$ cat config.mk
export PLATFORM = sky130hd
export DESIGN_NAME = tdl_top
export DESIGN_NICKNAME = d
export VERILOG_FILES = /design/src/pkg/tdl_pkg.sv /design/src/logic/tdl_top.sv
export SDC_FILE = /design/constraint.sdc
export NUM_CORES = 1
export LEC_CHECK = 0
export BUFFER_PORTS_ARGS = -buffer_cell sky130_fd_sc_hd__buf_2
export CORE_MARGIN = 2
export CORE_UTILIZATION = 30
export DETAILED_ROUTE_END_ITERATION = 8
export PLACE_DENSITY = 0.55
export SYNTH_ARGS = -nofsm -noshare
export SYNTH_HDL_FRONTEND = slang
export SYNTH_SLANG_ARGS = --single-unit
$ cat constraint.sdc
create_clock -name i_sys_clk -period 7.15 [get_ports i_sys_clk]
set_input_delay 0.3575 -clock i_sys_clk [delete_from_list [all_inputs] [get_ports i_sys_clk]]
set_output_delay 0.3575 -clock i_sys_clk [all_outputs]
set_load 0.01 [all_outputs]
$ cat src/pkg/tdl_pkg.sv
`default_nettype none
package tdl_pkg;
  // Clock rate and the once-per-second sampling period.
  localparam int CLK_HZ          = 10_000_000;
  localparam int SAMPLE_PERIOD_S = 1;
  localparam int SEC_CYCLES      = CLK_HZ * SAMPLE_PERIOD_S;
  localparam int CNT_W           = 28;

  // Register offsets on the internal register port.
  localparam logic [7:0] ADDR_FLAGS = 8'h0F;
  localparam logic [7:0] ADDR_CH1   = 8'h14;
  localparam logic [7:0] ADDR_CH2   = 8'h15;

  // Flag bit positions in the event flag register; other bits read zero.
  localparam int FLAG_ONE_BIT = 0;
  localparam int FLAG_TWO_BIT = 1;
  localparam logic [7:0] CFG_RESET = 8'h00;

  // External wipe pulse lengths in seconds, selected by the two width bits.
  localparam logic [4:0] WIPE_S_00 = 5'h01;
  localparam logic [4:0] WIPE_S_01 = 5'h04;
  localparam logic [4:0] WIPE_S_10 = 5'h08;
  localparam logic [4:0] WIPE_S_11 = 5'h10;

  // Channel configuration byte, bit 7 first.
  typedef struct packed {
    logic arm;
    logic irq_en;
    logic switch_kind;
    logic trigger_level;
    logic sample_select;
    logic pull_strength;
    logic ram_wipe;
    logic ext_ram_wipe;
  } tdl_cfg_t;

  // System status levels seen by the tamper logic.
  typedef struct packed {
    logic battery_backup;
    logic osc_stopped;
    logic alarm_in_backup_enable;
  } tdl_sys_t;

  // Seconds of external wipe for a width code.
  function automatic logic [4:0] tdl_wipe_secs(input logic [1:0] width);
    logic [4:0] secs;
    secs = WIPE_S_00;
    if (width == 2'h1) begin
      secs = WIPE_S_01;
    end else if (width == 2'h2) begin
      secs = WIPE_S_10;
    end else if (width == 2'h3) begin
      secs = WIPE_S_11;
    end
    return secs;
  endfunction
endpackage
`default_nettype wire

$ cat src/logic/tdl_top.sv
// Summary of operation
// - Two independent channels; each flag sets only while its arm bit is set.
// - Each channel detects a closing or an opening switch per its config bits.
// - Arm bit one activates detection; zero disables it.
// - Flag is read-only, set on tamper while armed, cleared only by disarming.
// - Interrupt enable drives the interrupt output on that channel's tamper.
// - In battery backup, interrupt drives only with alarm-in-backup enabled.
// - Switch kind one means normally open, zero normally closed.
// - Trigger level one triggers on input high, zero on input low.
// - Normally closed: sample select picks once-per-second or continuous checking.
// - Normally open ignores sample select and monitors continuously.
// - Stopped oscillator makes a sampling channel monitor continuously.
// - During external wipe pulse, channel two high-level tamper is not detected.
// - Normally closed: pull strength picks strong or weak pull; open ignores it.
// - Internal wipe plus arm clears user RAM and deselects it until disarm.
// - Width bits give external wipe 1, 4, 8 or 16 seconds.
`timescale 1ns/1ps
`default_nettype none
module tdl_top #(
  parameter int P_CYC_PER_SEC = tdl_pkg::SEC_CYCLES
) (
  input  wire logic             i_sys_clk,
  input  wire logic             i_rst,
  input  wire logic             i_tamper_input_one,
  input  wire logic             i_tamper_input_two,
  input  wire logic [7:0]       i_reg_addr,
  input  wire logic             i_reg_wr,
  input  wire logic [7:0]       i_reg_wdata,
  input  wire logic             i_reg_rd,
  input  wire tdl_pkg::tdl_sys_t i_sys,
  input  wire logic [1:0]       i_wipe_width,
  output logic [7:0]            o_reg_rdata,
  output logic                  o_tamper_irq,
  output logic                  o_ram_wipe,
  output logic                  o_ram_deselect,
  output logic                  o_ext_wipe,
  output logic [1:0]            o_pull_strong
);
  import tdl_pkg::*;

  localparam logic [CNT_W-1:0] SEC_LAST = CNT_W'(P_CYC_PER_SEC - 1);
  localparam logic [CNT_W-1:0] CNT_ONE  = CNT_W'(1);

  logic [1:0]       sync1_reg, sync1_next, sync2_reg, sync2_next;
  logic [CNT_W-1:0] sec_cnt_reg, sec_cnt_next;
  logic             sec_strobe_reg, sec_strobe_next;
  tdl_cfg_t         cfg_reg [2];
  tdl_cfg_t         cfg_next [2];
  logic [1:0]       flag_reg, flag_next, desel_reg, desel_next;
  logic [1:0]       evt, sampled;
  logic [CNT_W-1:0] ext_cnt_reg, ext_cnt_next;
  logic             ext_busy;
  logic [7:0]       rdata_reg, rdata_next;
  logic             irq_reg, irq_next, wipe_reg, wipe_next;
  logic             desel_out_reg, desel_out_next, ext_out_reg, ext_out_next;
  logic [1:0]       pull_reg, pull_next;

  // Read mux for the three registers; unmapped offsets read zero.
  function automatic logic [7:0] reg_read(input logic [7:0] addr, input logic [1:0] flags,
                                          input tdl_cfg_t c1, input tdl_cfg_t c2);
    logic [7:0] d;
    d = 8'h00;
    if (addr == ADDR_FLAGS) begin
      d[FLAG_ONE_BIT] = flags[0];
      d[FLAG_TWO_BIT] = flags[1];
    end else if (addr == ADDR_CH1) begin
      d = c1;
    end else if (addr == ADDR_CH2) begin
      d = c2;
    end
    return d;
  endfunction

  // Synchronizer stages and the one-second divider.
  always_comb begin
    sync1_next      = {i_tamper_input_two, i_tamper_input_one};
    sync2_next      = sync1_reg;
    sec_strobe_next = (sec_cnt_reg == SEC_LAST);
    sec_cnt_next    = sec_strobe_next ? '0 : sec_cnt_reg + CNT_ONE;
  end

  always_ff @(posedge i_sys_clk) begin
    if (i_rst) begin
      sync1_reg      <= 2'h0;
      sync2_reg      <= 2'h0;
      sec_cnt_reg    <= '0;
      sec_strobe_reg <= 1'b0;
    end else begin
      sync1_reg      <= sync1_next;
      sync2_reg      <= sync2_next;
      sec_cnt_reg    <= sec_cnt_next;
      sec_strobe_reg <= sec_strobe_next;
    end
  end

  // Per-channel detection, flags, configuration writes and RAM deselect.
  assign ext_busy = (ext_cnt_reg != '0);
  always_comb begin
    for (int i = 0; i < 2; i++) begin
      cfg_next[i] = cfg_reg[i];
      // Sampling only for normally closed with the oscillator running.
      sampled[i]  = ~cfg_reg[i].switch_kind & cfg_reg[i].sample_select
                    & ~i_sys.osc_stopped;
      evt[i] = cfg_reg[i].arm
               & (sync2_reg[i] == cfg_reg[i].trigger_level)
               & (~sampled[i] | sec_strobe_reg)
               & ~flag_reg[i];
      flag_next[i]  = cfg_reg[i].arm & (flag_reg[i] | evt[i]);
      desel_next[i] = cfg_reg[i].arm
                      & (desel_reg[i] | (evt[i] & cfg_reg[i].ram_wipe));
      pull_next[i]  = ~cfg_reg[i].switch_kind & cfg_reg[i].pull_strength;
    end
    // Channel two high-level tamper is masked while the external wipe runs.
    if (ext_busy && cfg_reg[1].trigger_level) begin
      evt[1]       = 1'b0;
      flag_next[1] = cfg_reg[1].arm & flag_reg[1];
      desel_next[1] = cfg_reg[1].arm & desel_reg[1];
    end
    if (i_reg_wr && i_reg_addr == ADDR_CH1) begin
      cfg_next[0] = i_reg_wdata;
    end else if (i_reg_wr && i_reg_addr == ADDR_CH2) begin
      cfg_next[1] = i_reg_wdata;
    end
    wipe_next      = |(evt & {cfg_reg[1].ram_wipe, cfg_reg[0].ram_wipe});
    desel_out_next = |desel_next;
    irq_next = |(flag_next & {cfg_reg[1].irq_en, cfg_reg[0].irq_en})
               & (~i_sys.battery_backup | i_sys.alarm_in_backup_enable);
  end

  always_ff @(posedge i_sys_clk) begin
    if (i_rst) begin
      cfg_reg[0]    <= CFG_RESET;
      cfg_reg[1]    <= CFG_RESET;
      flag_reg      <= 2'h0;
      desel_reg     <= 2'h0;
      pull_reg      <= 2'h0;
      wipe_reg      <= 1'b0;
      desel_out_reg <= 1'b0;
      irq_reg       <= 1'b0;
    end else begin
      cfg_reg[0]    <= cfg_next[0];
      cfg_reg[1]    <= cfg_next[1];
      flag_reg      <= flag_next;
      desel_reg     <= desel_next;
      pull_reg      <= pull_next;
      wipe_reg      <= wipe_next;
      desel_out_reg <= desel_out_next;
      irq_reg       <= irq_next;
    end
  end

  // External wipe pulse timer, loaded on a tamper with external wipe set.
  always_comb begin
    ext_cnt_next = ext_busy ? ext_cnt_reg - CNT_ONE : '0;
    if (!ext_busy && |(evt & {cfg_reg[1].ext_ram_wipe, cfg_reg[0].ext_ram_wipe})) begin
      ext_cnt_next = CNT_W'(tdl_wipe_secs(i_wipe_width) * P_CYC_PER_SEC);
    end
    ext_out_next = (ext_cnt_next != '0);
  end

  always_ff @(posedge i_sys_clk) begin
    if (i_rst) begin
      ext_cnt_reg <= '0;
      ext_out_reg <= 1'b0;
    end else begin
      ext_cnt_reg <= ext_cnt_next;
      ext_out_reg <= ext_out_next;
    end
  end

  // Registered read data, updated on a read strobe.
  always_comb begin
    rdata_next = rdata_reg;
    if (i_reg_rd) begin
      rdata_next = reg_read(i_reg_addr, flag_reg, cfg_reg[0], cfg_reg[1]);
    end
  end

  always_ff @(posedge i_sys_clk) begin
    if (i_rst) begin
      rdata_reg <= 8'h00;
    end else begin
      rdata_reg <= rdata_next;
    end
  end

  // Outputs straight from flip-flops.
  assign o_reg_rdata    = rdata_reg;
  assign o_tamper_irq   = irq_reg;
  assign o_ram_wipe     = wipe_reg;
  assign o_ram_deselect = desel_out_reg;
  assign o_ext_wipe     = ext_out_reg;
  assign o_pull_strong  = pull_reg;

  // Checks on flag, interrupt, wipe and pull strength behaviour.
  AST_FLAG_NEEDS_ARM: assert property (@(posedge i_sys_clk) disable iff (i_rst)
    $rose(flag_reg[0]) |-> $past(cfg_reg[0].arm)) else $error("Flag set while disarmed.");
  AST_FLAG_CLEAR: assert property (@(posedge i_sys_clk) disable iff (i_rst)
    !cfg_reg[1].arm |=> !flag_reg[1]) else $error("Flag survived disarm.");
  AST_FLAG_STICKY: assert property (@(posedge i_sys_clk) disable iff (i_rst)
    flag_reg[0] && cfg_reg[0].arm |=> flag_reg[0]) else $error("Flag dropped while armed.");
  AST_OPEN_DETECT: assert property (@(posedge i_sys_clk) disable iff (i_rst)
    cfg_reg[0].arm && cfg_reg[0].switch_kind && sync2_reg[0] == cfg_reg[0].trigger_level
    |=> flag_reg[0]) else $error("Open switch tamper missed.");
  AST_SAMPLE_GATE: assert property (@(posedge i_sys_clk) disable iff (i_rst)
    sampled[0] && !sec_strobe_reg && !flag_reg[0] |=> !flag_reg[0])
    else $error("Sampled channel fired off strobe.");
  AST_OSC_FALLBACK: assert property (@(posedge i_sys_clk) disable iff (i_rst)
    cfg_reg[0].arm && !cfg_reg[0].switch_kind && i_sys.osc_stopped
    && sync2_reg[0] == cfg_reg[0].trigger_level |=> flag_reg[0])
    else $error("No continuous fallback.");
  AST_IRQ_EVENT: assert property (@(posedge i_sys_clk) disable iff (i_rst)
    evt[0] && cfg_reg[0].irq_en && !i_sys.battery_backup |=> o_tamper_irq)
    else $error("Interrupt missing on tamper.");
  AST_IRQ_BACKUP: assert property (@(posedge i_sys_clk) disable iff (i_rst)
    i_sys.battery_backup && !i_sys.alarm_in_backup_enable |=> !o_tamper_irq)
    else $error("Interrupt in backup without enable.");
  AST_EXT_MASK: assert property (@(posedge i_sys_clk) disable iff (i_rst)
    ext_busy && cfg_reg[1].trigger_level && !flag_reg[1] |=> !flag_reg[1])
    else $error("Channel two fired during wipe pulse.");
  AST_RAM_WIPE: assert property (@(posedge i_sys_clk) disable iff (i_rst)
    evt[1] && cfg_reg[1].ram_wipe |=> o_ram_wipe && o_ram_deselect)
    else $error("RAM wipe not started.");
  AST_PULL_OPEN: assert property (@(posedge i_sys_clk) disable iff (i_rst)
    cfg_reg[0].switch_kind |=> !o_pull_strong[0]) else $error("Pull strength in open mode.");
endmodule
`default_nettype wire

==> flow_summary.ini, run 1 <==
[outcome]
outcome = finished clean

[clock_network]
hold_buffers = 0
cts_setup_buffers = 0
cts.sinks = 95
clk_pin_slew_ns = 0.07
tritoncts = done
post_cts_resized = 0
cts_buffers = 9
clockRootBuffer = clkbuf_16
insertion_delay_ns = 0.35
htreeDepth = 3
cts_buffer_depth = 2

[global_routing]
antenna_found_initial = 0
grt_pass1_wl_um = 18000
overflow = 0
met2_usage_pct = 21.2
grt_pass1_vias = 3788
met3_usage_pct = 3.24
grt_use_total_pct = 13.4
grt.busiest_layer = met2
grt_max_degree = 51
grt_util_met1_pct = 17.8

[yosys]
synth_fa_ha_area_share_pct = 5.17
yosysUniqueCellTypes = 51
yosysSeqAreaShare_pct = 40.1
yosys_warnings = 0
synth_top_family_by_area = simple AND/OR/NAND/NOR gates
synth_area_mm2 = 0.00474
synth_flop_cell = dfxtp_1
synth-seq-cells = 95
synth_compound_area_share_pct = 8.60
synth_xor_area_share_pct = 10.3
yosys.area_share.simple_pct = 27.2
syn_nets = 587
syn_avg_cell_area_um2 = 8.76
synth_edf_count = 0
async_reset_ff_share_pct = 0
muxShareOfSynthArea_pct = 5.70
synthCells = 541

[finish]
num-fill-cells = 1620
nets = 620
layout.cells.non_filler = 790
antennaDiodeCount = 0
syn_to_final_growth_pct = 14.2
drive_gt1_share_pct = 14.3

[timing]
slew_headroom_pct = 35.8
whs_ns = 0.232
tightest_slew_ns = 0.963
finalCritPeriodShare_pct = 48.1
post-route-min-period_ns = 3.44
slew_violations = 0
hold_violations = 0
fin_setup_tns_ns = 0
skew_ns = 0.0125
fmax_mhz = 291
setup_viol = 0
rsz0062_at_grt = false

[run]
drv_cap = 0

[pwr]
switching_share_pct = 39.4
power_frac_comb_pct = 41.1
p_int_mw = 1.17
switchingPower_uw = 760
vdd_drop_max_mv = 0.155
p_clk_share_pct = 23.4
p_seq_share_pct = 35.5
power_mw = 1.93
powerDensity_mw_per_mm2 = 356
leakage_nw = 2.15

[route]
viasPerCell = 4.85
routedWlPerCell_um = 13.4
drt_iter0_drc = 214
num_vias = 3832
routed_wl_um = 10600
antenna_left = 0
drtPass1Iterations = 4
drc_errors = 0

[worst_setup_path]
crit_chain = or4_4 > or4_4 > or4_1 > a21oi_4 > nor3_1 > nor4_1 > a31oi_1
cp_max_fo = 26
slowest_stage = or4_1
end_kind = flop
crit_path_frequent_cell = or4_4
slowest_delay_ns = 0.97
path_delay_family = simple AND/OR/NAND/NOR gates
critPathBufInv = 0
critPathKind = flop to flop
rrSetupSlack_ns = 3.71
required_ns = 7.34
cp.arrival_ns = 3.63
start_kind = flop

[die]
core-area_mm2 = 0.0153
initial_core_util_pct = 31.0
pin_count = 41
fp.dieH_um = 130
die_x_um = 130
dieArea_mm2 = 0.0168
row_count = 45

[placement]
routabilityCongestion = 0.836
dp_cells = 774
hpwlAfterDp_um = 7760
port_buffers = 40

[min_path]
hp-class = input pin to flop
## power groups by stage
| stage | Sequential (mW) | Combinational [mW] | Clock, mW |
|---|---|---|---|
| 2_1_floorplan | 0.672 | 0.644 | 0 |
| 3_3_place_gp | 0.692 | 0.784 | 0 |
| 3_5_place_dp | 0.694 | 0.788 | 0 |
| 4_1_cts | 0.683 | 0.794 | 0.465 |
| 5_1_grt | 0.696 | 0.899 | 0.485 |
| 6_report | 0.685 | 0.794 | 0.451 |
## worst paths after layout
check	startpoint	to	depth (start not counted)
worst max register to register	ext_cnt_reg[20]$_SDFF_PP0_	o_ext_wipe$_SDFF_PP0_	7
worst min-delay path	i_tamper_input_one	sync1_reg[0]$_SDFF_PP0_	2
worst min register to register	desel_reg[0]$_SDFF_PP0_	desel_reg[0]$_SDFF_PP0_	2
worst max-delay path	ext_cnt_reg[20]$_SDFF_PP0_	o_ext_wipe$_SDFF_PP0_	7
## Yosys cell counts (5+ instances only)
| cell type | number | share of area (%) |
|---|---|---|
| a211oi_1 | 8 | 1.3 |
| a21oi_1 | 30 | 3.2 |
| a22oi_1 | 6 | 0.95 |
| and2_1 | 7 | 0.92 |
| and3_1 | 9 | 1.2 |
| clkbuf_1 | 15 | 1.2 |
| dfxtp_1 | 95 | 40 |
| ha_1 | 18 | 4.8 |
| inv_1 | 14 | 1.1 |
| mux2_2 | 8 | 1.9 |
| mux2i_1 | 18 | 3.8 |
| nand2_1 | 38 | 3.0 |
| nand2b_1 | 8 | 1.1 |
| nand3_1 | 27 | 2.9 |
| nor2_1 | 74 | 5.9 |
| nor2b_1 | 5 | 0.66 |
| nor3_1 | 18 | 1.9 |
| nor4_1 | 20 | 2.6 |
| or3_1 | 5 | 0.66 |
| xnor2_1 | 32 | 5.9 |
| xor2_1 | 24 | 4.4 |
## cell families (layout without fill, tap and decap cells)
logic type	Yosys count	count (layout)
AOI/OAI and AO/OA	64	64
xor gates and xnor gates	56	56
adders and majority gates	19	19
buffers and inverters	34	72
DFF	95	95
muxes	26	26
and+or+nand+nor	247	247
## cell usage in the layout (no fill, tap or decap), types with 3 or more instances in the layout
cell       netlist  routed
dfxtp_1         95      95
nor2_1          74      74
buf_2            2      40
nand2_1         38      38
xnor2_1         32      32
a21oi_1         30      30
nand3_1         27      27
xor2_1          24      24
nor4_1          20      20
mux2i_1         18      18
nor3_1          18      18
ha_1            18      18
inv_1           14      14
and3_1           9       9
clkbuf_16        0       9
nand2b_1         8       8
mux2_2           8       8
a211oi_1         8       8
and2_1           7       7
a22oi_1          6       6
nor2b_1          5       5
or3_1            5       5
or2_2            4       4
nand3b_1         4       4
nor3b_1          4       4
nand4_1          4       4
or4_1            4       4
a31oi_1          4       4
nor4_2           3       3
o21ai_0          3       3
and4_1           3       3
## routing by layer
metal / part of all wire (%) / up-vias / wire length, µm
met3: 3.6 / 17 / 378
met1: 49 / 1790 / 5120
met5: 0 / - / 0
li1: - / 1960 / -
met2: 46 / 65 / 4850
met4: 1.9 / 0 / 205
## cell type report
cell class	instances	area [µm²]	share of cell area (%)
inverters	15	56.3	1.04
clock buffers	9	225	4.16
well taps	211	264	4.88
flip-flops and latches	95	1900	35.1
multi-input cells	412	2710	50.0
clock inverters	7	53.8	0.994
repair buffers	41	208	3.84
## metrics by stage
step	utilization, %	instance area, µm²	setup WS, ns
2_1_floorplan	-	4740	4.41
3_3_place_gp	33.5	5140	3.83
3_5_place_dp	33.5	5140	3.74
4_1_cts	35.4	5420	3.74
5_1_grt	35.4	5420	3.50
6_report	35.4	5420	3.71
Power figures use the tool's default switching activity.
==> inputs of run 2 (changes only) <==
Settings changed: ABC_AREA set to 1.
Clock period 7.15 ns to 3.45 ns, I/O delays scaled along.
==> run 2 against run 1 <==
Routed wire length rose by 7.4%. Register-to-register slack got worse by 2.6 ns. Sequential share of layout area fell by 2.4 points. Largest cell class unchanged. Utilization fell by 0.40 points. Sequential power rose by 100%. Non-clock buffer count rose by 2. Critical path depth rose by 8. Worst setup slack got worse by 2.6 ns. Via count rose by 15%. Worst hold slack got worse by 0.21 ns. Power rose by 120%.
==> flow_summary.ini, run 2 <==
[outcome]
outcome = finished clean

[worst_setup_path]
cp.arrival_ns = 2.57
critPathKind = flop to flop
start_kind = flop
slowest_delay_ns = 0.31
end_kind = flop
required_ns = 3.70
cp_max_fo = 5
slowest_stage = dfxtp_1
crit_chain = inv_1 > ha_1 > nand3_2 > nor2_2 > nand3_1 > nor2_1 > nand4_1 > nand3_1 > nand2_1 > nor2_1 > nand2_1 > nor2_1 > nand3_1 > nand2_1 > inv_1

[placement]
routabilityCongestion = 0.807
hpwlAfterDp_um = 8690
post_dp_cell_area_mm2 = 0.00551
dp_cells = 938
pre_cts_ws_ns = 0.815
port_buffers = 40

[clock_network]
insertion_delay_ns = 0.35
cts_buffer_depth = 2
post_cts_resized = 0
cts.sinks = 95
htreeDepth = 3
cts_setup_buffers = 0
tritoncts = done
clockRootBuffer = clkbuf_16
hold_buffers = 0
cts_buffers = 9
clk_pin_slew_ns = 0.07

[run]
drv_cap = 0

[route]
viasPerCell = 4.61
drt_iter0_drc = 224
routed_wl_um = 11300
drtPass1Iterations = 5
routedWlPerCell_um = 11.9
num_vias = 4397
drc_errors = 0
antenna_left = 0

[die]
initial_core_util_pct = 30.7
row_count = 47
pin_count = 41
fp.dieH_um = 135
die_x_um = 135
core-area_mm2 = 0.0166
dieArea_mm2 = 0.0181

[yosys]
synth_flop_cell = dfxtp_1
yosysSeqAreaShare_pct = 37.2
synth-seq-cells = 95
synth_top_area_share_pct = 37.2
yosys-top-cells-area = dfxtp_1 37%, nand2_1 7.9%, inv_1 6.2%
syn_avg_cell_area_um2 = 7.38
synth_most_common_cell = nand2_1
synth_area_mm2 = 0.00511
syn_nets = 738
yosys-top-cells-count = 107 x nand2_1, 95 x dfxtp_1, 85 x inv_1, 85 x nor2_1, 58 x a21oi_1
yosys_warnings = 0
synth_edf_count = 0
yosysUniqueCellTypes = 42
synthCells = 692
async_reset_ff_share_pct = 0
synth.largest_area_cell = dfxtp_1

[finish]
num-fill-cells = 1791
final_common_cell = nand2_1
syn_to_final_growth_pct = 13.9
drive_gt1_share_pct = 16.2
utilization_pct = 35.0
nets = 775
antennaDiodeCount = 0
layout.cells.non_filler = 954
fin_area_mm2 = 0.00582
final_cell_mix = 107 x nand2_1, 95 x dfxtp_1, 85 x nor2_1, 85 x inv_1, 58 x a21oi_1

[global_routing]
overflow = 0
grt_max_degree = 50
met3_usage_pct = 3.90
met2_usage_pct = 20.9
grt_pass1_wl_um = 19200
grt_pass1_vias = 4073
grt_util_met1_pct = 17.3
grt.busiest_layer = met2
antenna_found_initial = 0
grt_use_total_pct = 13.3

[timing]
fin_ws_ns = 1.14
fin_setup_tns_ns = 0
whs_ns = 0.0205
tightest_slew_ns = 0.586
fmax_mhz = 432
hold_violations = 0
skew_ns = 0.00869
rsz0062_at_grt = false
slew_headroom_pct = 60.9
slew_violations = 0
finalCritPeriodShare_pct = 67.0
setup_viol = 0
post-route-min-period_ns = 2.31

[pwr]
powerDensity_mw_per_mm2 = 737
leakage_nw = 2.46
power_mw = 4.29
vdd_drop_max_mv = 0.348

[min_path]
hp-class = input pin to flop
[run 2: metal layers]
| metal | vias to the layer above | wire length, µm |
|---|---|---|
| met3 | 17 | 444 |
| met1 | 1974 | 5610 |
| met4 | 0 | 240 |
| met2 | 61 | 5040 |
| met5 | - | 0 |
| li1 | 2345 | - |
[run 2: critical path, delay by kind of cell, from the launching register on]
family                     cells  cell delay [ns]
and+or+nand+nor               12             1.50
DFF                            1             0.31
adders and majority gates      1             0.25
buffers and inverters          2             0.17
[run 2: cells by family (layout without fill, tap and decap cells)]
| logic type | count (synthesis) | count (layout) | synth area share (%) |
|---|---|---|---|
| xor gates and xnor gates | 24 | 24 | 4.11 |
| and+or+nand+nor | 333 | 333 | 32.7 |
| adders and majority gates | 19 | 19 | 4.80 |
| AOI/OAI and AO/OA | 117 | 117 | 12.8 |
| DFF | 95 | 95 | 37.2 |
| buffers and inverters | 104 | 146 | 8.40 |
[run 2: area by class of cell]
class                           count  area, µm²  area share (%)
Timing Repair Buffer               43        223            3.83
Tap cell                          220        275            4.73
Clock buffer                        9        225            3.87
Multi-Input combinational cell    493       2780            47.8
Sequential cell                    95       1900            32.7
Clock inverter                      7       87.6            1.51
Inverter                           87        327            5.61
[run 2: final timing paths]
path                             start                 endpoint  slack [ns]  cells past startpoint
min                 i_tamper_input_one  sync1_reg[0]$_SDFF_PP0_        0.02                      3
min reg2reg    sync1_reg[0]$_SDFF_PP0_  sync2_reg[0]$_SDFF_PP0_        0.41                      2
max          ext_cnt_reg[0]$_SDFF_PP0_    o_ext_wipe$_SDFF_PP0_        1.14                     15
max reg2reg  ext_cnt_reg[0]$_SDFF_PP0_    o_ext_wipe$_SDFF_PP0_        1.14                     15
[run 2: power breakdown]
group          internal [mW]  total [mW]  switching [mW]
clock network          0.580        1.05           0.472
registers               1.24        1.37           0.132
logic                  0.667        1.87            1.20
total                   2.48        4.29            1.80
